[src/spc_pkg.sv]
package spc_pkg;

  // Register offsets (byte addresses)
  localparam logic [7:0] OFS_CTRL = 8'h00;
  localparam logic [7:0] OFS_LOW_LIMIT = 8'h04;
  localparam logic [7:0] OFS_HIGH_LIMIT = 8'h08;
  localparam logic [7:0] OFS_REF1 = 8'h0c;
  localparam logic [7:0] OFS_REF2 = 8'h10;
  localparam logic [7:0] OFS_POSITION = 8'h14;
  localparam logic [7:0] OFS_STATUS = 8'h18;
  localparam logic [7:0] OFS_DIAG_EN = 8'h1c;
  localparam logic [7:0] OFS_IRQ_STAT = 8'h20;
  localparam logic [7:0] OFS_IRQ_MASK = 8'h24;

  // Control register bits
  localparam int CTRL_HALT = 0;
  localparam int CTRL_CLR1 = 1;
  localparam int CTRL_CLR2 = 2;

  // Status word bits, byte 0 low, byte 1 high
  localparam int ST_DIAG = 0;
  localparam int ST_FAULT = 1;
  localparam int ST_ABOVE = 2;
  localparam int ST_BELOW = 3;
  localparam int ST_PARAM = 4;
  localparam int ST_HALTED = 7;
  localparam int ST_EQ1 = 8;
  localparam int ST_MARK1 = 9;
  localparam int ST_REL1 = 10;
  localparam int ST_EQ2 = 11;
  localparam int ST_MARK2 = 12;
  localparam int ST_REL2 = 13;
  localparam int ST_DOWN = 14;
  localparam int ST_UP = 15;

  // Interrupt event bits
  localparam int EV_NEWPOS = 0;
  localparam int EV_MATCH1 = 1;
  localparam int EV_MATCH2 = 2;
  localparam int EV_FAULT = 3;
  localparam int EV_W = 4;

  // Encoder status bits carried after the position in each frame
  localparam int ENC_ST_W = 4;

  // Link idle gap ending a frame
  localparam int CLK_NS = 10;
  localparam int IDLE_NS = 2000;
  localparam int IDLE_CYC = (IDLE_NS + CLK_NS - 1) / CLK_NS;

  // Reset values
  localparam logic [31:0] RST_WORD = 32'h0000_0000;

  typedef enum logic [1:0] {
    LS_IDLE = 2'b00,
    LS_SHIFT = 2'b01,
    LS_DONE = 2'b10
  } spc_link_state_t;

endpackage : spc_pkg

[src/spc_position_status.sv]
`timescale 1ns/1ps
module spc_position_status #(
  parameter int POS_W = 24
) (
  input wire logic mclk_i,
  input wire logic rst_i,
  input wire logic [7:0] addr_i,
  input wire logic [31:0] wdata_i,
  input wire logic wr_i,
  input wire logic rd_i,
  output logic [31:0] rdata_o,
  input wire logic link_clk_i,
  input wire logic link_data_i,
  output logic poll_req_o,
  output logic [15:0] status_o,
  output logic irq_o
);

  localparam int FRAME_W = POS_W + spc_pkg::ENC_ST_W;
  localparam int CNT_W = $clog2(FRAME_W + 1);
  localparam int IDLE_W = $clog2(spc_pkg::IDLE_CYC + 1);
  localparam logic [CNT_W-1:0] FRAME_LAST = CNT_W'(FRAME_W - 1);
  localparam logic [IDLE_W-1:0] IDLE_LAST = IDLE_W'(spc_pkg::IDLE_CYC);

  generate
    if (POS_W < 2 || POS_W > 28)
    begin : g_bad_width
      $error("POS_W must lie between 2 and 28");
    end
  endgenerate

  // Returns {at_or_above, equal}
  function automatic logic [1:0] spc_cmp(input logic [POS_W-1:0] pos,
                                          input logic [POS_W-1:0] refv);
    spc_cmp = {pos >= refv, pos == refv};
  endfunction : spc_cmp

  // Registers
  logic halt_req;
  logic [POS_W-1:0] low_limit;
  logic [POS_W-1:0] high_limit;
  logic [POS_W-1:0] compare_ref1;
  logic [POS_W-1:0] compare_ref2;
  logic [POS_W-1:0] position_value;
  logic [spc_pkg::ENC_ST_W-1:0] diag_en;
  logic [spc_pkg::ENC_ST_W-1:0] encoder_status_bits;
  logic [spc_pkg::EV_W-1:0] irq_stat;
  logic [spc_pkg::EV_W-1:0] irq_mask;

  // Status bits
  logic comm_halted;
  logic param_reject_flag;
  logic below_low_limit;
  logic above_high_limit;
  logic encoder_signal_fault;
  logic encoder_diag_summary;
  logic counting_up;
  logic counting_down;
  logic at_or_above_ref1;
  logic equal_ref1;
  logic sticky_match1;
  logic at_or_above_ref2;
  logic equal_ref2;
  logic sticky_match2;
  logic have_pos;

  // Link synchronisers and receiver
  logic clk_s1;
  logic clk_s2;
  logic clk_s3;
  logic dat_s1;
  logic dat_s2;
  spc_pkg::spc_link_state_t link_state;
  spc_pkg::spc_link_state_t next_link_state;
  logic [FRAME_W-1:0] shift;
  logic [CNT_W-1:0] bit_cnt;
  logic [IDLE_W-1:0] idle_cnt;

  // Bus decode
  wire sel_ctrl = wr_i && addr_i == spc_pkg::OFS_CTRL;
  wire wr_low = wr_i && addr_i == spc_pkg::OFS_LOW_LIMIT;
  wire wr_high = wr_i && addr_i == spc_pkg::OFS_HIGH_LIMIT;
  wire wr_ref1 = wr_i && addr_i == spc_pkg::OFS_REF1;
  wire wr_ref2 = wr_i && addr_i == spc_pkg::OFS_REF2;
  wire wr_status = wr_i && addr_i == spc_pkg::OFS_STATUS;
  wire wr_diag_en = wr_i && addr_i == spc_pkg::OFS_DIAG_EN;
  wire wr_irq_stat = wr_i && addr_i == spc_pkg::OFS_IRQ_STAT;
  wire wr_irq_mask = wr_i && addr_i == spc_pkg::OFS_IRQ_MASK;
  wire clr1 = (sel_ctrl && wdata_i[spc_pkg::CTRL_CLR1]) || wr_status;
  wire clr2 = (sel_ctrl && wdata_i[spc_pkg::CTRL_CLR2]) || wr_status;

  // Link edge and idle detection
  wire link_rise = clk_s2 && !clk_s3;
  wire link_idle = idle_cnt == IDLE_LAST;
  wire frame_end = link_state == spc_pkg::LS_SHIFT && link_rise && bit_cnt == FRAME_LAST;
  wire [FRAME_W-1:0] frame_word = {shift[FRAME_W-2:0], dat_s2};
  wire next_param_reject = low_limit > high_limit;
  wire next_halted = halt_req || param_reject_flag;
  wire acquire = frame_end && !comm_halted;
  wire [POS_W-1:0] new_pos = frame_word[FRAME_W-1:spc_pkg::ENC_ST_W];
  wire [spc_pkg::ENC_ST_W-1:0] new_enc_st = frame_word[spc_pkg::ENC_ST_W-1:0];
  wire [1:0] cmp1 = spc_cmp(new_pos, compare_ref1);
  wire [1:0] cmp2 = spc_cmp(new_pos, compare_ref2);
  wire fault_now = link_idle && (!dat_s2 || link_state == spc_pkg::LS_SHIFT);
  wire fault_clear = link_idle && dat_s2 && link_state != spc_pkg::LS_SHIFT;
  wire next_fault = fault_now || (encoder_signal_fault && !fault_clear);

  // Events
  wire [spc_pkg::EV_W-1:0] events = {
    fault_now && !encoder_signal_fault,
    acquire && cmp2[0],
    acquire && cmp1[0],
    acquire
  };

  // Process input image
  wire [15:0] next_status = {
    counting_up, counting_down,
    at_or_above_ref2, sticky_match2, equal_ref2,
    at_or_above_ref1, sticky_match1, equal_ref1,
    comm_halted, 2'b00, param_reject_flag,
    below_low_limit, above_high_limit, encoder_signal_fault, encoder_diag_summary
  };

  // Read selection
  wire [31:0] read_mux =
    addr_i == spc_pkg::OFS_CTRL ? {31'h0000_0000, halt_req} :
    addr_i == spc_pkg::OFS_LOW_LIMIT ? 32'(low_limit) :
    addr_i == spc_pkg::OFS_HIGH_LIMIT ? 32'(high_limit) :
    addr_i == spc_pkg::OFS_REF1 ? 32'(compare_ref1) :
    addr_i == spc_pkg::OFS_REF2 ? 32'(compare_ref2) :
    addr_i == spc_pkg::OFS_POSITION ? 32'(position_value) :
    addr_i == spc_pkg::OFS_STATUS ? {16'h0000, status_o} :
    addr_i == spc_pkg::OFS_DIAG_EN ? 32'(diag_en) :
    addr_i == spc_pkg::OFS_IRQ_STAT ? 32'(irq_stat) :
    addr_i == spc_pkg::OFS_IRQ_MASK ? 32'(irq_mask) :
    spc_pkg::RST_WORD;

  // Receiver state
  always_comb
  begin
    next_link_state = link_state;
    case (link_state)
      spc_pkg::LS_IDLE:
      begin
        if (link_rise)
          next_link_state = spc_pkg::LS_SHIFT;
      end
      spc_pkg::LS_SHIFT:
      begin
        if (frame_end)
          next_link_state = spc_pkg::LS_DONE;
        else if (link_idle)
          next_link_state = spc_pkg::LS_IDLE;
      end
      spc_pkg::LS_DONE:
      begin
        if (link_idle)
          next_link_state = spc_pkg::LS_IDLE;
      end
      default:
        next_link_state = spc_pkg::LS_IDLE;
    endcase
  end

  // Synchronisers
  always_ff @(posedge mclk_i)
  begin
    if (rst_i)
    begin
      // Idle-high level, no false edge after reset
      clk_s1 <= 1'b1;
      clk_s2 <= 1'b1;
      clk_s3 <= 1'b1;
      dat_s1 <= 1'b1;
      dat_s2 <= 1'b1;
    end
    else
    begin
      clk_s1 <= link_clk_i;
      clk_s2 <= clk_s1;
      clk_s3 <= clk_s2;
      dat_s1 <= link_data_i;
      dat_s2 <= dat_s1;
    end
  end

  // Frame shifter and idle timer
  always_ff @(posedge mclk_i)
  begin
    if (rst_i)
    begin
      link_state <= spc_pkg::LS_IDLE;
      shift <= '0;
      bit_cnt <= '0;
      idle_cnt <= '0;
    end
    else
    begin
      link_state <= next_link_state;
      if (link_rise)
        idle_cnt <= '0;
      else if (!link_idle)
        idle_cnt <= idle_cnt + IDLE_W'(1);
      if (link_rise && link_state != spc_pkg::LS_DONE)
      begin
        shift <= frame_word;
        bit_cnt <= link_state == spc_pkg::LS_IDLE ? CNT_W'(1) : bit_cnt + CNT_W'(1);
      end
    end
  end

  // Host-written registers
  always_ff @(posedge mclk_i)
  begin
    if (rst_i)
    begin
      halt_req <= 1'b0;
      low_limit <= '0;
      high_limit <= '0;
      compare_ref1 <= '0;
      compare_ref2 <= '0;
      diag_en <= '0;
      irq_mask <= '0;
    end
    else
    begin
      if (sel_ctrl)
        halt_req <= wdata_i[spc_pkg::CTRL_HALT];
      if (wr_low)
        low_limit <= wdata_i[POS_W-1:0];
      if (wr_high)
        high_limit <= wdata_i[POS_W-1:0];
      if (wr_ref1)
        compare_ref1 <= wdata_i[POS_W-1:0];
      if (wr_ref2)
        compare_ref2 <= wdata_i[POS_W-1:0];
      if (wr_diag_en)
        diag_en <= wdata_i[spc_pkg::ENC_ST_W-1:0];
      if (wr_irq_mask)
        irq_mask <= wdata_i[spc_pkg::EV_W-1:0];
    end
  end

  // Halt, parameter and fault flags
  always_ff @(posedge mclk_i)
  begin
    if (rst_i)
    begin
      comm_halted <= 1'b0;
      param_reject_flag <= 1'b0;
      encoder_signal_fault <= 1'b0;
      poll_req_o <= 1'b0;
    end
    else
    begin
      comm_halted <= next_halted;
      param_reject_flag <= next_param_reject;
      encoder_signal_fault <= next_fault;
      poll_req_o <= !next_halted;
    end
  end

  // Position evaluation per acquired word
  always_ff @(posedge mclk_i)
  begin
    if (rst_i)
    begin
      position_value <= '0;
      encoder_status_bits <= '0;
      have_pos <= 1'b0;
      below_low_limit <= 1'b0;
      above_high_limit <= 1'b0;
      counting_up <= 1'b0;
      counting_down <= 1'b0;
      {at_or_above_ref1, equal_ref1} <= 2'b00;
      {at_or_above_ref2, equal_ref2} <= 2'b00;
    end
    else if (acquire)
    begin
      position_value <= new_pos;
      encoder_status_bits <= new_enc_st;
      have_pos <= 1'b1;
      below_low_limit <= new_pos < low_limit;
      above_high_limit <= new_pos > high_limit;
      counting_up <= have_pos && new_pos > position_value;
      counting_down <= have_pos && new_pos < position_value;
      {at_or_above_ref1, equal_ref1} <= cmp1;
      {at_or_above_ref2, equal_ref2} <= cmp2;
    end
  end

  // Diagnostic summary
  always_ff @(posedge mclk_i)
  begin
    if (rst_i)
      encoder_diag_summary <= 1'b0;
    else
      encoder_diag_summary <= |(encoder_status_bits & diag_en);
  end

  // Sticky match markers, set wins over clear
  always_ff @(posedge mclk_i)
  begin
    if (rst_i)
    begin
      sticky_match1 <= 1'b0;
      sticky_match2 <= 1'b0;
    end
    else
    begin
      sticky_match1 <= (acquire && cmp1[0]) || (clr1 ? equal_ref1 : sticky_match1);
      sticky_match2 <= (acquire && cmp2[0]) || (clr2 ? equal_ref2 : sticky_match2);
    end
  end

  // Interrupt status, mask and output
  always_ff @(posedge mclk_i)
  begin
    if (rst_i)
    begin
      irq_stat <= '0;
      irq_o <= 1'b0;
    end
    else
    begin
      irq_stat <= events | (irq_stat & ~(wr_irq_stat ? wdata_i[spc_pkg::EV_W-1:0] : '0));
      irq_o <= |(irq_stat & irq_mask);
    end
  end

  // Status image and read data
  always_ff @(posedge mclk_i)
  begin
    if (rst_i)
    begin
      status_o <= '0;
      rdata_o <= spc_pkg::RST_WORD;
    end
    else
    begin
      status_o <= next_status;
      rdata_o <= rd_i ? read_mux : spc_pkg::RST_WORD;
    end
  end

endmodule : spc_position_status

[config.mk]
export PLATFORM = sky130hd
export DESIGN_NAME = spc_position_status
export DESIGN_NICKNAME = d
export VERILOG_FILES = /design/src/spc_pkg.sv /design/src/spc_position_status.sv
export SDC_FILE = /design/constraint.sdc
export NUM_CORES = 1
export LEC_CHECK = 0
export BUFFER_PORTS_ARGS = -buffer_cell sky130_fd_sc_hd__buf_2
export CELL_PAD_IN_SITES_DETAIL_PLACEMENT = 0
export CELL_PAD_IN_SITES_GLOBAL_PLACEMENT = 1
export CORE_MARGIN = 2
export CORE_UTILIZATION = 41
export DETAILED_ROUTE_END_ITERATION = 10
export HOLD_SLACK_MARGIN = 0.08
export MAX_ROUTING_LAYER = met4
export PLACE_DENSITY_LB_ADDON = 0.1
export REMOVE_ABC_BUFFERS = 1
export SYNTH_ARGS = -nofsm -noshare
export SYNTH_HDL_FRONTEND = slang
export SYNTH_SLANG_ARGS = --single-unit
[constraint.sdc]
create_clock -name mclk_i -period 1.93 [get_ports mclk_i]
set_input_delay 0.193 -clock mclk_i [delete_from_list [all_inputs] [get_ports mclk_i]]
set_output_delay 0.193 -clock mclk_i [all_outputs]
set_load 0.1 [all_outputs]
==> reports/results.tsv, run 1 <==
stage	metric	value	unit
sta	min setup slack post-route	-0.155	ns
run	max cap viols	0	
detailed_routing	vias per cell	5.35	
power_and_ir_drop	Tot Pwr	10800	uW
detailed_routing	DRC errors left	0	
power_and_ir_drop	Clock Power Share	0.489	
critical_path	most frequent CP cell	a21oi_1	
global_routing	GRT Residual Overflow	0	
detailed_routing	Vias	12400	
power_and_ir_drop	Switching Fraction	0.234	
floorplan	die height	180	um
sta	Rel. slew slack	0.639	
global_routing	first-pass GRT wire length	70.9	mm
sta	final period utilization	1.08	
sta	final setup fails	5	
floorplan	IO Count	96	
power_and_ir_drop	leakage	0.00703	uW
logic_synthesis	Post-synth EDFFs	0	
place	detailed-placement wirelength estimate	33.6	mm
critical_path	cell breakdown of the critical path	buf_6, ha_4, buf_4, a21oi_1, o21ai_1, a2111oi_2, buf_4, a21oi_1, o211ai_1, a21oi_1	
power_and_ir_drop	pwr dens	624	mW/mm2
logic_synthesis	mapped cell area	0.0127	mm2
clocking	root buf cell	clkbuf_16	
power_and_ir_drop	maximum VDD drop	0.000646	V
critical_path	reg-to-reg setup timing slack	-0.16	ns
sta	unrepaired setup endpoints after global routing	true	
detailed_routing	WL per Instance	19.9	um
run_status	status	finished with violations	
logic_synthesis	ys async rst share	0	
logic_synthesis	Cells after Synth	1602	
place	pre-CTS setup slack	-0.344	ns
critical_path	Worst path depth	10	
clocking	CTS tree	yes	
run_status	violated checks	setup timing	
sta	Slew Limit Fails	0	
logic_synthesis	syn_area_per_cell	7.93	um2
critical_path	FF-to-FF Start	shift[14]	
critical_path	max incr delay on CP	0.34	ns
global_routing	Total GRT Usage	0.286	
place	Post-Place Cell Area	0.0152	mm2
critical_path	Crit path max-delay family	compound AO/OA/AOI/OAI gates	
detailed_routing	Post-Route WL	46.4	mm
floorplan	Starting Density	0.416	
min_path	hold depth	4	
logic_synthesis	main flop type after synthesis	dfxtp_1	
critical_path	Crit Path Class	register to register	
sta	Final Critical Period	2.09	ns
floorplan	row cnt	64	
sta	Tightest Pin Transition	0.538	ns
critical_path	Slowest-stage cell, CP	dfxtp_2	
place	Buffers on Ports	77	
finish	FILL cells	2884	
logic_synthesis	Synth cell types	58	
critical_path	Reg2Reg Depth	10	
finish	Nets	2105	
power_and_ir_drop	switching power	2540	uW
critical_path	CP Launch Type	register	
global_routing	vias in the first global route	12400	
logic_synthesis	sequential area share after synthesis	0.377	
detailed_routing	number of iterations in the first detailed-routing pass	5	
logic_synthesis	Ys Warns	0	
global_routing	largest net degree at the start of global routing	58	
clocking	clk slew on worst S/H paths	0.06	ns
clocking	clk buf depth	3	
critical_path	Critical Path AT	2.51	ns
clocking	# clock sinks	239	
clocking	# H-tree levels	1	
critical_path	r2r endpoint	above_high_limit	
sta	clk_skew	0.0141	ns
clocking	Worst-Skew Late Latency	0.56	ns
logic_synthesis	Synth Register Bits	239	
finish	area grow syn2layout	36.7	%
place	placer congestion estimate	0.935	
critical_path	Crit. End Element	register	
floorplan	die area	0.0324	mm2
critical_path	Buffers & Inverters on Critical Path	3	
power_and_ir_drop	Comb power frac	0.053	
detailed_routing	number of routed nets with antenna violations	0	
min_path	Worst Hold Launch	addr_i[3]	
sta	fmax	0.480	GHz
global_routing	antenna violations before repair	1	
power_and_ir_drop	internal power	8300	uW
min_path	Worst Hold Endpoint	rdata_o[0]	
clocking	CTS buffer count	28	
finish	Final Cell Area	0.0174	mm2
detailed_routing	initial DRC count	792	
critical_path	crit-path max FO	2	
finish	fin util	0.569	
min_path	Hold WC Path Type	input port to register	
floorplan	core area	0.0305	mm2
floorplan	die span in x	180	um
power_and_ir_drop	Sequential Power Share	0.458	
finish	ratio of cells with drive above 1 in the final layout	0.265	
critical_path	Critical Path RT	2.35	ns
sta	final hold vios	0	
==> final cells by class <==
class | count | area, um2 | area share
Tap cell | 396 | 495 | 0.0285
Multi-Input combinational cell | 1157 | 7730 | 0.445
Inverter | 124 | 465 | 0.0268
Sequential cell | 239 | 4820 | 0.278
Clock buffer | 40 | 816 | 0.0470
Clock inverter | 6 | 91.3 | 0.00526
Timing Repair Buffer | 363 | 2940 | 0.170
Antenna cell | 1 | 2.50 | 0.000144
==> repair_timing <==
| action | CTS | global route |
|---|---|---|
| pin swaps | 33 | 26 |
| hold endpoints to repair | 125 | 0 |
| setup buffers | 6 | 8 |
| gates resized for setup | 86 | 74 |
| endpoints found under the setup margin | 35 | 40 |
| hold buffers | 30 | 0 |
| gates cloned | 0 | 2 |
==> metrics by stage <==
stage          cells  TNS [ns]  hold WS, ns
2_1_floorplan   1520    -56.05        0.262
3_3_place_gp    2236    -10.04        0.377
3_5_place_dp    2236    -12.50        0.381
4_1_cts         2317    -0.338        0.157
5_1_grt         2326    -0.672        0.205
6_report        2326    -0.365        0.182
==> layout by cell type, fill, tap and decap left out, types with 25 or more instances in the layout <==
cell             n
a21oi_1        201
a221oi_1        29
buf_2           76
buf_4          222
clkbuf_16       30
dfxtp_1        212
dfxtp_2         27
dlygate4sd3_1   30
ha_1           121
ha_4            25
inv_1          117
nand2_1        359
nand3_1         25
nor2_1          67
nor2b_1         25
o21ai_0         30
==> registers in the layout, indices dropped and copies added, names as in the netlist, 8 cells and up <==
| signal | cells |
|---|---|
| position_value | 24 |
| status_o | 14 |
| rdata_o | 24 |
| high_limit | 24 |
| compare_ref2 | 24 |
| shift | 27 |
| idle_cnt | 8 |
| low_limit | 24 |
| compare_ref1 | 24 |
==> worst max-delay path by stage <==
stage / from / end / slack [ns]
global placement: shift[24] / irq_stat[2] / -0.34
floorplan: bit_cnt[0] / irq_stat[1] / -0.51
finish: shift[14] / above_high_limit / -0.16
CTS: high_limit[15] / above_high_limit / -0.13
detailed placement: low_limit[2] / below_low_limit / -0.34
global route: high_limit[12] / above_high_limit / -0.30
==> synth_stat cells, drive strengths merged, types with 5 or more instances <==
| cell | instances | area share |
|---|---|---|
| a2111oi | 5 | 0.0034 |
| a211oi | 9 | 0.0053 |
| a21o | 15 | 0.0089 |
| a21oi | 212 | 0.084 |
| a221oi | 30 | 0.021 |
| a22o | 5 | 0.0034 |
| a22oi | 24 | 0.014 |
| a31oi | 7 | 0.0034 |
| buf | 39 | 0.020 |
| clkbuf | 52 | 0.015 |
| dfxtp | 239 | 0.38 |
| ha | 146 | 0.14 |
| inv | 124 | 0.037 |
| mux2i | 16 | 0.013 |
| nand2 | 361 | 0.11 |
| nand2b | 8 | 0.0039 |
| nand3 | 33 | 0.013 |
| nand4 | 24 | 0.012 |
| nor2 | 77 | 0.024 |
| nor2b | 25 | 0.012 |
| nor3 | 20 | 0.0097 |
| nor4 | 9 | 0.0049 |
| o211ai | 9 | 0.0053 |
| o21ai | 42 | 0.017 |
| o22ai | 8 | 0.0039 |
| or2 | 9 | 0.0044 |
| xor2 | 8 | 0.0055 |
==> tightest hold or removal path: stages <==
cell	delay [ns]
buf_2	0.15
buf_4	0.17
nand3_1	0.07
a311oi_1	0.10
==> kinds of logic (layout without fill, tap and decap cells) <==
logic type	Yosys count	after routing	share of synthesized area
and+or+nand+nor	587	587	0.203
AOI/OAI and AO/OA	385	385	0.182
DFF	239	239	0.377
buffers and inverters	215	533	0.0722
adders and majority gates	146	146	0.144
muxes	19	19	0.0153
xor gates and xnor gates	10	10	0.00690
other	1	11	0.000295
==> power by group through the flow <==
| stage | Sequential, uW | Clock, uW | Combinational (uW) |
|---|---|---|---|
| CTS | 4970 | 5410 | 560 |
| finish | 4970 | 5300 | 571 |
| detailed placement | 5080 | 0 | 508 |
| global placement | 5080 | 0 | 506 |
| floorplan | 5090 | 0 | 188 |
| global route | 4970 | 5580 | 607 |
==> metal layers <==
layer  GRT usage  part of all wire  vias to the layer above
met3      0.0408             0.061                       94
li1            -                 -                     6138
met2       0.457              0.46                      364
met5           -                 0                        -
met1       0.373              0.45                     5847
met4      0.0968             0.035                        0
(Power assumes the default switching activity.)
==> inputs of run 2 (changes only) <==
SKIP_CTS_REPAIR_TIMING = 1   (was unset)
TNS_END_PERCENT = 10   (was unset)
==> reports/results.tsv, run 2 (synthesis gave the netlist of run 1 again) <==
stage	metric	value	unit	change
power_and_ir_drop	pwr dens	645	mW/mm2	was 624 mW/mm2
clocking	clk buf depth	3		unchanged
critical_path	Slowest-stage cell, CP	dfxtp_2		unchanged
critical_path	Crit. End Element	register		unchanged
power_and_ir_drop	leakage	0.00686	uW	was 0.00703 uW
power_and_ir_drop	internal power	8300	uW	about the same
critical_path	Crit. Startpoint	shift[14]		unchanged
finish	Nets	2095		was 2,105
global_routing	gr busiest metal	met2		unchanged
critical_path	Buffers & Inverters on Critical Path	3		unchanged
min_path	hold depth	4		unchanged
critical_path	crit-path max FO	3		was 2
sta	clk_skew	0.0105	ns	was 0.0141 ns
finish	most frequent cells in the layout	nand2_1 (360), dfxtp_1 (228), buf_4 (221)		was nand2_1 (359), buf_4 (222), dfxtp_1 (212)
finish	area grow syn2layout	32.1	%	was 36.7%
critical_path	cell breakdown of the critical path	buf_6, ha_4, buf_6, nand4_1, nor3_4, buf_6, o211ai_1, a21oi_1, o211ai_1, a21oi_1		was buf_6, ha_4, buf_4, a21oi_1, o21ai_1, a2111oi_2, buf_4, a21oi_1, o211ai_1, a21oi_1
floorplan	die height	180	um	unchanged
global_routing	largest net degree at the start of global routing	58		unchanged
power_and_ir_drop	Switching Fraction	0.233		was 0.234
clocking	CTS tree	yes		unchanged
power_and_ir_drop	Comb power frac	0.052		was 0.053
sta	unrepaired setup endpoints after global routing	true		unchanged
critical_path	Critical Path AT	2.67	ns	was 2.51 ns
critical_path	Critical Path RT	2.41	ns	was 2.35 ns
detailed_routing	vias per cell	5.33		was 5.35
global_routing	met1 GRT Util	0.366		was 0.373
floorplan	row cnt	64		unchanged
floorplan	core area	0.0305	mm2	unchanged
critical_path	most frequent CP cell	buf_6		was a21oi_1
detailed_routing	initial DRC count	791		was 792
sta	final period utilization	1.14		was 1.08
global_routing	met2 GRT Util	0.448		was 0.457
place	Buffers on Ports	77		unchanged
critical_path	Crit Path Class	register to register		unchanged
place	Post-Place Cell Area	0.0152	mm2	unchanged
run_status	violated checks	setup timing		unchanged
finish	FILL cells	2942		was 2,884
detailed_routing	Post-Route WL	45.8	mm	was 46.4 mm
critical_path	CP Launch Type	register		unchanged
power_and_ir_drop	maximum VDD drop	0.000667	V	was 0.000646 V
clocking	clk slew on worst S/H paths	0.06	ns	about the same
detailed_routing	Vias	12400		about the same
sta	min setup slack post-route	-0.268	ns	was -0.155 ns
critical_path	Reg2Reg Depth	10		unchanged
finish	Biggest register	shift		unchanged
place	detailed-placement wirelength estimate	33.6	mm	unchanged
sta	final setup fails	10		was 5
clocking	root buf cell	clkbuf_16		unchanged
detailed_routing	number of routed nets with antenna violations	0		unchanged
detailed_routing	number of iterations in the first detailed-routing pass	5		unchanged
power_and_ir_drop	Sequential Power Share	0.459		was 0.458
detailed_routing	DRC errors left	0		unchanged
floorplan	die area	0.0324	mm2	unchanged
run_status	status	finished with violations		unchanged
power_and_ir_drop	Clock Power Share	0.489		about the same
clocking	# clock sinks	239		unchanged
power_and_ir_drop	switching power	2520	uW	was 2540 uW
critical_path	Crit path max-delay family	compound AO/OA/AOI/OAI gates		unchanged
sta	Slew Limit Fails	0		unchanged
global_routing	antenna violations before repair	1		unchanged
detailed_routing	WL per Instance	19.8	um	was 19.9 um
sta	Final Critical Period	2.20	ns	was 2.09 ns
global_routing	Total GRT Usage	0.283		was 0.286
clocking	# H-tree levels	1		unchanged
sta	worst hold slack	0.188	ns	was 0.182 ns
critical_path	FF-to-FF Start	shift[14]		unchanged
min_path	Hold WC Path Type	input port to register		unchanged
global_routing	first-pass GRT wire length	69.8	mm	was 70.9 mm
floorplan	Starting Density	0.416		unchanged
global_routing	vias in the first global route	12100		was 12,400
clocking	CTS buffer count	28		unchanged
critical_path	Worst path depth	10		unchanged
finish	Final Cell Area	0.0168	mm2	was 0.0174 mm2
finish	commonest non-fill, non-tap cell in the layout	nand2_1		unchanged
global_routing	GRT Residual Overflow	0		unchanged
place	placer congestion estimate	0.935		unchanged
sta	final hold vios	0		unchanged
floorplan	IO Count	96		unchanged
clocking	Worst-Skew Late Latency	0.56	ns	about the same
finish	Largest register FFs	27		unchanged
finish	ratio of cells with drive above 1 in the final layout	0.224		was 0.265
floorplan	die span in x	180	um	unchanged
global_routing	Global Route met3 Usage	0.0467		was 0.0408
sta	fmax	0.455	GHz	was 0.480 GHz
min_path	Worst Hold Launch	addr_i[3]		unchanged
run	max cap viols	0		unchanged
critical_path	max incr delay on CP	0.34	ns	about the same
run 2: cell types whose count changed in the layout (fill, tap and decap cells not counted), moves of 8 or more:
cell and change:
ha_1 +18, a21oi_2 -8, dfxtp_1 +16, a21oi_1 +8
dfxtp_2 -16, ha_4 -18
run 2: cell type report:
class	count	area [um2]	area share
antenna	1	2.50	0.000149
clock buffer	40	816	0.0486
clock inverter	6	91.3	0.00544
inverter	124	465	0.0277
multi-input combinational	1157	7290	0.435
sequential	239	4800	0.286
tap	396	495	0.0295
timing repair buffer	353	2810	0.168
run 2: path summary, 6_finish.rpt:
| check | slack, ns | to |
|---|---|---|
| worst min-delay path | 0.19 | rdata_o[0] |
| worst min register to register | 0.41 | dat_s2 |
| worst max-delay path | -0.27 | above_high_limit |
| worst max register to register | -0.27 | above_high_limit |
run 2: routing by layer:
metal / up-vias / part of all wire
met5: - / 0
met4: 0 / 0.038
met3: 103 / 0.052
met2: 328 / 0.46
met1: 5810 / 0.45
li1: 6114 / -
run 2: worst min-delay path: cells and delay by family:
family          cells  cell delay, ns
buf+inv             2            0.34
compound gates      1            0.10
simple gates        1            0.07
run 2: power groups by stage:
stage	clock (uW)	sequential [uW]	combinational, uW
after floorplan	0	5090	188
after global placement	0	5080	506
after detailed placement	0	5080	508
after CTS	5410	4970	508
after global routing	5580	4970	599
final	5280	4970	563
run 2: stage by stage:
stage	std cells	setup slack [ns]	util	TNS (ns)	power (uW)
after floorplan	1520	-0.505	-	-56.05	5280
after global placement	2236	-0.340	0.499	-10.04	5580
after detailed placement	2236	-0.344	0.499	-12.50	5580
after CTS	2282	-0.373	0.529	-3.87	10900
after global routing	2316	-0.381	0.550	-2.18	11100
final	2316	-0.268	0.550	-1.20	10800
==> inputs of run 3 (changes only) <==
CORE_UTILIZATION = 44   (was 41)
PLACE_DENSITY = 0.85   (was unset)
PLACE_DENSITY_LB_ADDON = unset   (was 0.1)
clock period = 2.2 ns   (was 1.93 ns; I/O delays follow)
==> reports/results.tsv, run 3 (synthesis gave the netlist of run 1 again) <==
stage	metric	value	unit	change
finish	most frequent cells in the layout	nand2_1 (361), dfxtp_1 (239), a21oi_1 (212)		was nand2_1 (360), dfxtp_1 (228), buf_4 (221)
clocking	CTS tree	yes		unchanged
sta	fmax	0.476	GHz	was 0.455 GHz
critical_path	CP Launch Type	register		unchanged
sta	Rel. slew slack	0.544		
critical_path	max incr delay on CP	0.44	ns	was 0.34 ns
finish	area grow syn2layout	19.4	%	was 32.1%
sta	Final Critical Period	2.10	ns	was 2.20 ns
sta	final hold vios	0		unchanged
critical_path	Critical Path AT	2.52	ns	was 2.67 ns
finish	Sequential cell area	0.00478	mm2	was 0.00480 mm2
power_and_ir_drop	maximum VDD drop	0.000597	V	was 0.000667 V
critical_path	Slowest-stage cell, CP	dfxtp_1		was dfxtp_2
min_path	Worst Hold Launch	wr_i		was addr_i[3]
clocking	# clock sinks	239		unchanged
floorplan	die span in x	174	um	was 180 um
finish	Nets	1939		was 2,095
global_routing	antenna violations before repair	0		was 1
place	Buffers on Ports	77		unchanged
finish	area of the multi-input gates	0.00712	mm2	was 0.00729 mm2
clocking	root buf cell	clkbuf_16		unchanged
floorplan	core area	0.0285	mm2	was 0.0305 mm2
finish	Biggest register	shift		unchanged
detailed_routing	Post-Route WL	40.6	mm	was 45.8 mm
floorplan	die area	0.0302	mm2	was 0.0324 mm2
min_path	Worst Hold Endpoint	halt_req		was rdata_o[0]
critical_path	Crit Path Class	register to register		unchanged
sta	Tightest Pin Transition	0.683	ns	
min_path	hold depth	3		was 4
sta	final setup fails	0		was 10
critical_path	crit-path max FO	5		was 3
finish	commonest non-fill, non-tap cell in the layout	nand2_1		unchanged
critical_path	Reg2Reg Depth	8		was 10
global_routing	first-pass GRT wire length	62.4	mm	was 69.8 mm
power_and_ir_drop	Tot Pwr	9070	uW	was 10,800 uW
critical_path	r2r endpoint	counting_up		was above_high_limit
critical_path	cell breakdown of the critical path	buf_4, ha_1, a211oi_1, o21ai_0, o2111ai_1, o211ai_1, a41oi_1, o21ai_0		was buf_6, ha_4, buf_6, nand4_1, nor3_4, buf_6, o211ai_1, a21oi_1, o211ai_1, a21oi_1
floorplan	row cnt	62		was 64
place	dpl cells	2074		was 2,236
critical_path	reg-to-reg setup timing slack	0.1	ns	was -0.27 ns
clocking	clk buf depth	3		unchanged
critical_path	FF-to-FF Start	shift[20]		was shift[14]
critical_path	Critical Path RT	2.62	ns	was 2.41 ns
floorplan	Starting Density	0.445		was 0.416
detailed_routing	met2 WL	18.5	mm	was 20.9 mm
detailed_routing	number of iterations in the first detailed-routing pass	5		unchanged
clocking	clk slew on worst S/H paths	0.06	ns	about the same
run_status	status	completed		was finished with violations
detailed_routing	met1 WL	17.7	mm	was 20.8 mm
finish	Final Cell Area	0.0152	mm2	was 0.0168 mm2
global_routing	largest net degree at the start of global routing	71		was 58
detailed_routing	vias per cell	5.57		was 5.33
clocking	CTS buffer count	27		was 28
detailed_routing	number of routed nets with antenna violations	0		unchanged
floorplan	die height	174	um	was 180 um
detailed_routing	top layer in use	met4		unchanged
power_and_ir_drop	leakage	0.00597	uW	was 0.00686 uW
critical_path	Crit path max-delay family	compound AO/OA/AOI/OAI gates		unchanged
floorplan	IO Count	96		unchanged
critical_path	most frequent CP cell	o21ai_0		was buf_6
global_routing	Total GRT Usage	0.270		was 0.283
finish	Finished Layout Cells	2150		was 2,316
sta	clk_skew	0.0252	ns	was 0.0105 ns
power_and_ir_drop	pwr dens	597	mW/mm2	was 645 mW/mm2
finish	Largest register FFs	27		unchanged
clocking	# H-tree levels	1		unchanged
global_routing	vias in the first global route	11200		was 12,100
detailed_routing	met3 WL	2.77	mm	was 2.40 mm
place	Post-Place Cell Area	0.0140	mm2	was 0.0152 mm2
detailed_routing	Vias	12000		was 12,400
detailed_routing	DRC errors left	0		unchanged
min_path	Hold WC Path Type	input port to register		unchanged
place	detailed-placement wirelength estimate	29.5	mm	was 33.6 mm
detailed_routing	initial DRC count	1156		was 791
place	placer congestion estimate	0.924		was 0.935
detailed_routing	WL per Instance	18.9	um	was 19.8 um
sta	unrepaired setup endpoints after global routing	true		unchanged
critical_path	Crit. End Element	register		unchanged
run	max cap viols	0		unchanged
finish	ratio of cells with drive above 1 in the final layout	0.139		was 0.224
place	pre-CTS setup slack	-0.106	ns	was -0.344 ns
finish	FILL cells	2791		was 2,942
finish	n_diodes	0		was 1
sta	final period utilization	0.955		was 1.14
critical_path	Buffers & Inverters on Critical Path	1		was 3
sta	Slew Limit Fails	0		unchanged
clocking	Worst-Skew Late Latency	0.56	ns	about the same
global_routing	GRT Residual Overflow	0		unchanged
finish	fin util	0.531		was 0.550
sta	min setup slack post-route	0.0984	ns	was -0.268 ns
-- run 3: worst max path at each step --
stage                         from          endpoint  slack (ns)  cells past startpoint
detailed placement       shift[20]       irq_stat[2]       -0.11                      9
finish                   shift[20]       counting_up         0.1                      8
global route        high_limit[11]  above_high_limit       -0.03                      8
global placement         shift[20]       irq_stat[2]        -0.1                      9
CTS                      shift[20]       irq_stat[2]       -0.12                      9
floorplan               bit_cnt[0]       irq_stat[1]       -0.24                      7
-- run 3: cell type report --
type                    count  area share
repair buffers            198      0.0985
multi-input cells        1157       0.469
flip-flops and latches    239       0.315
inverters                 124      0.0307
clock buffers              36      0.0481
clock inverters            12     0.00635
well taps                 384      0.0317
-- run 3: report_power, final --
part | switching, uW | internal [uW] | total, uW
sequential | 13.5 | 4340 | 4360
clock | 1820 | 2440 | 4260
combinational | 317 | 131 | 448
total | 2150 | 6910 | 9070
-- run 3: tightest hold or removal path, delay by kind of cell --
family | cells | cell delay [ns]
and+or+nand+nor | 1 | 0.12
AOI/OAI and AO/OA | 1 | 0.05
buffers and inverters | 1 | 0.19
-- run 3: metal layers --
metal / GRT usage / up-vias
met2: 0.429 / 434
met5: - / -
li1: - / 5815
met4: 0.109 / 0
met1: 0.351 / 5617
met3: 0.0324 / 107
-- run 3: stage by stage --
stage	setup TNS [ns]	hold slack, ns
finish	0	0.0724
global route	-0.0580	0.100
CTS	-0.475	-0.164
detailed placement	-0.333	0.394
global placement	-0.250	0.391
floorplan	-13.57	0.289
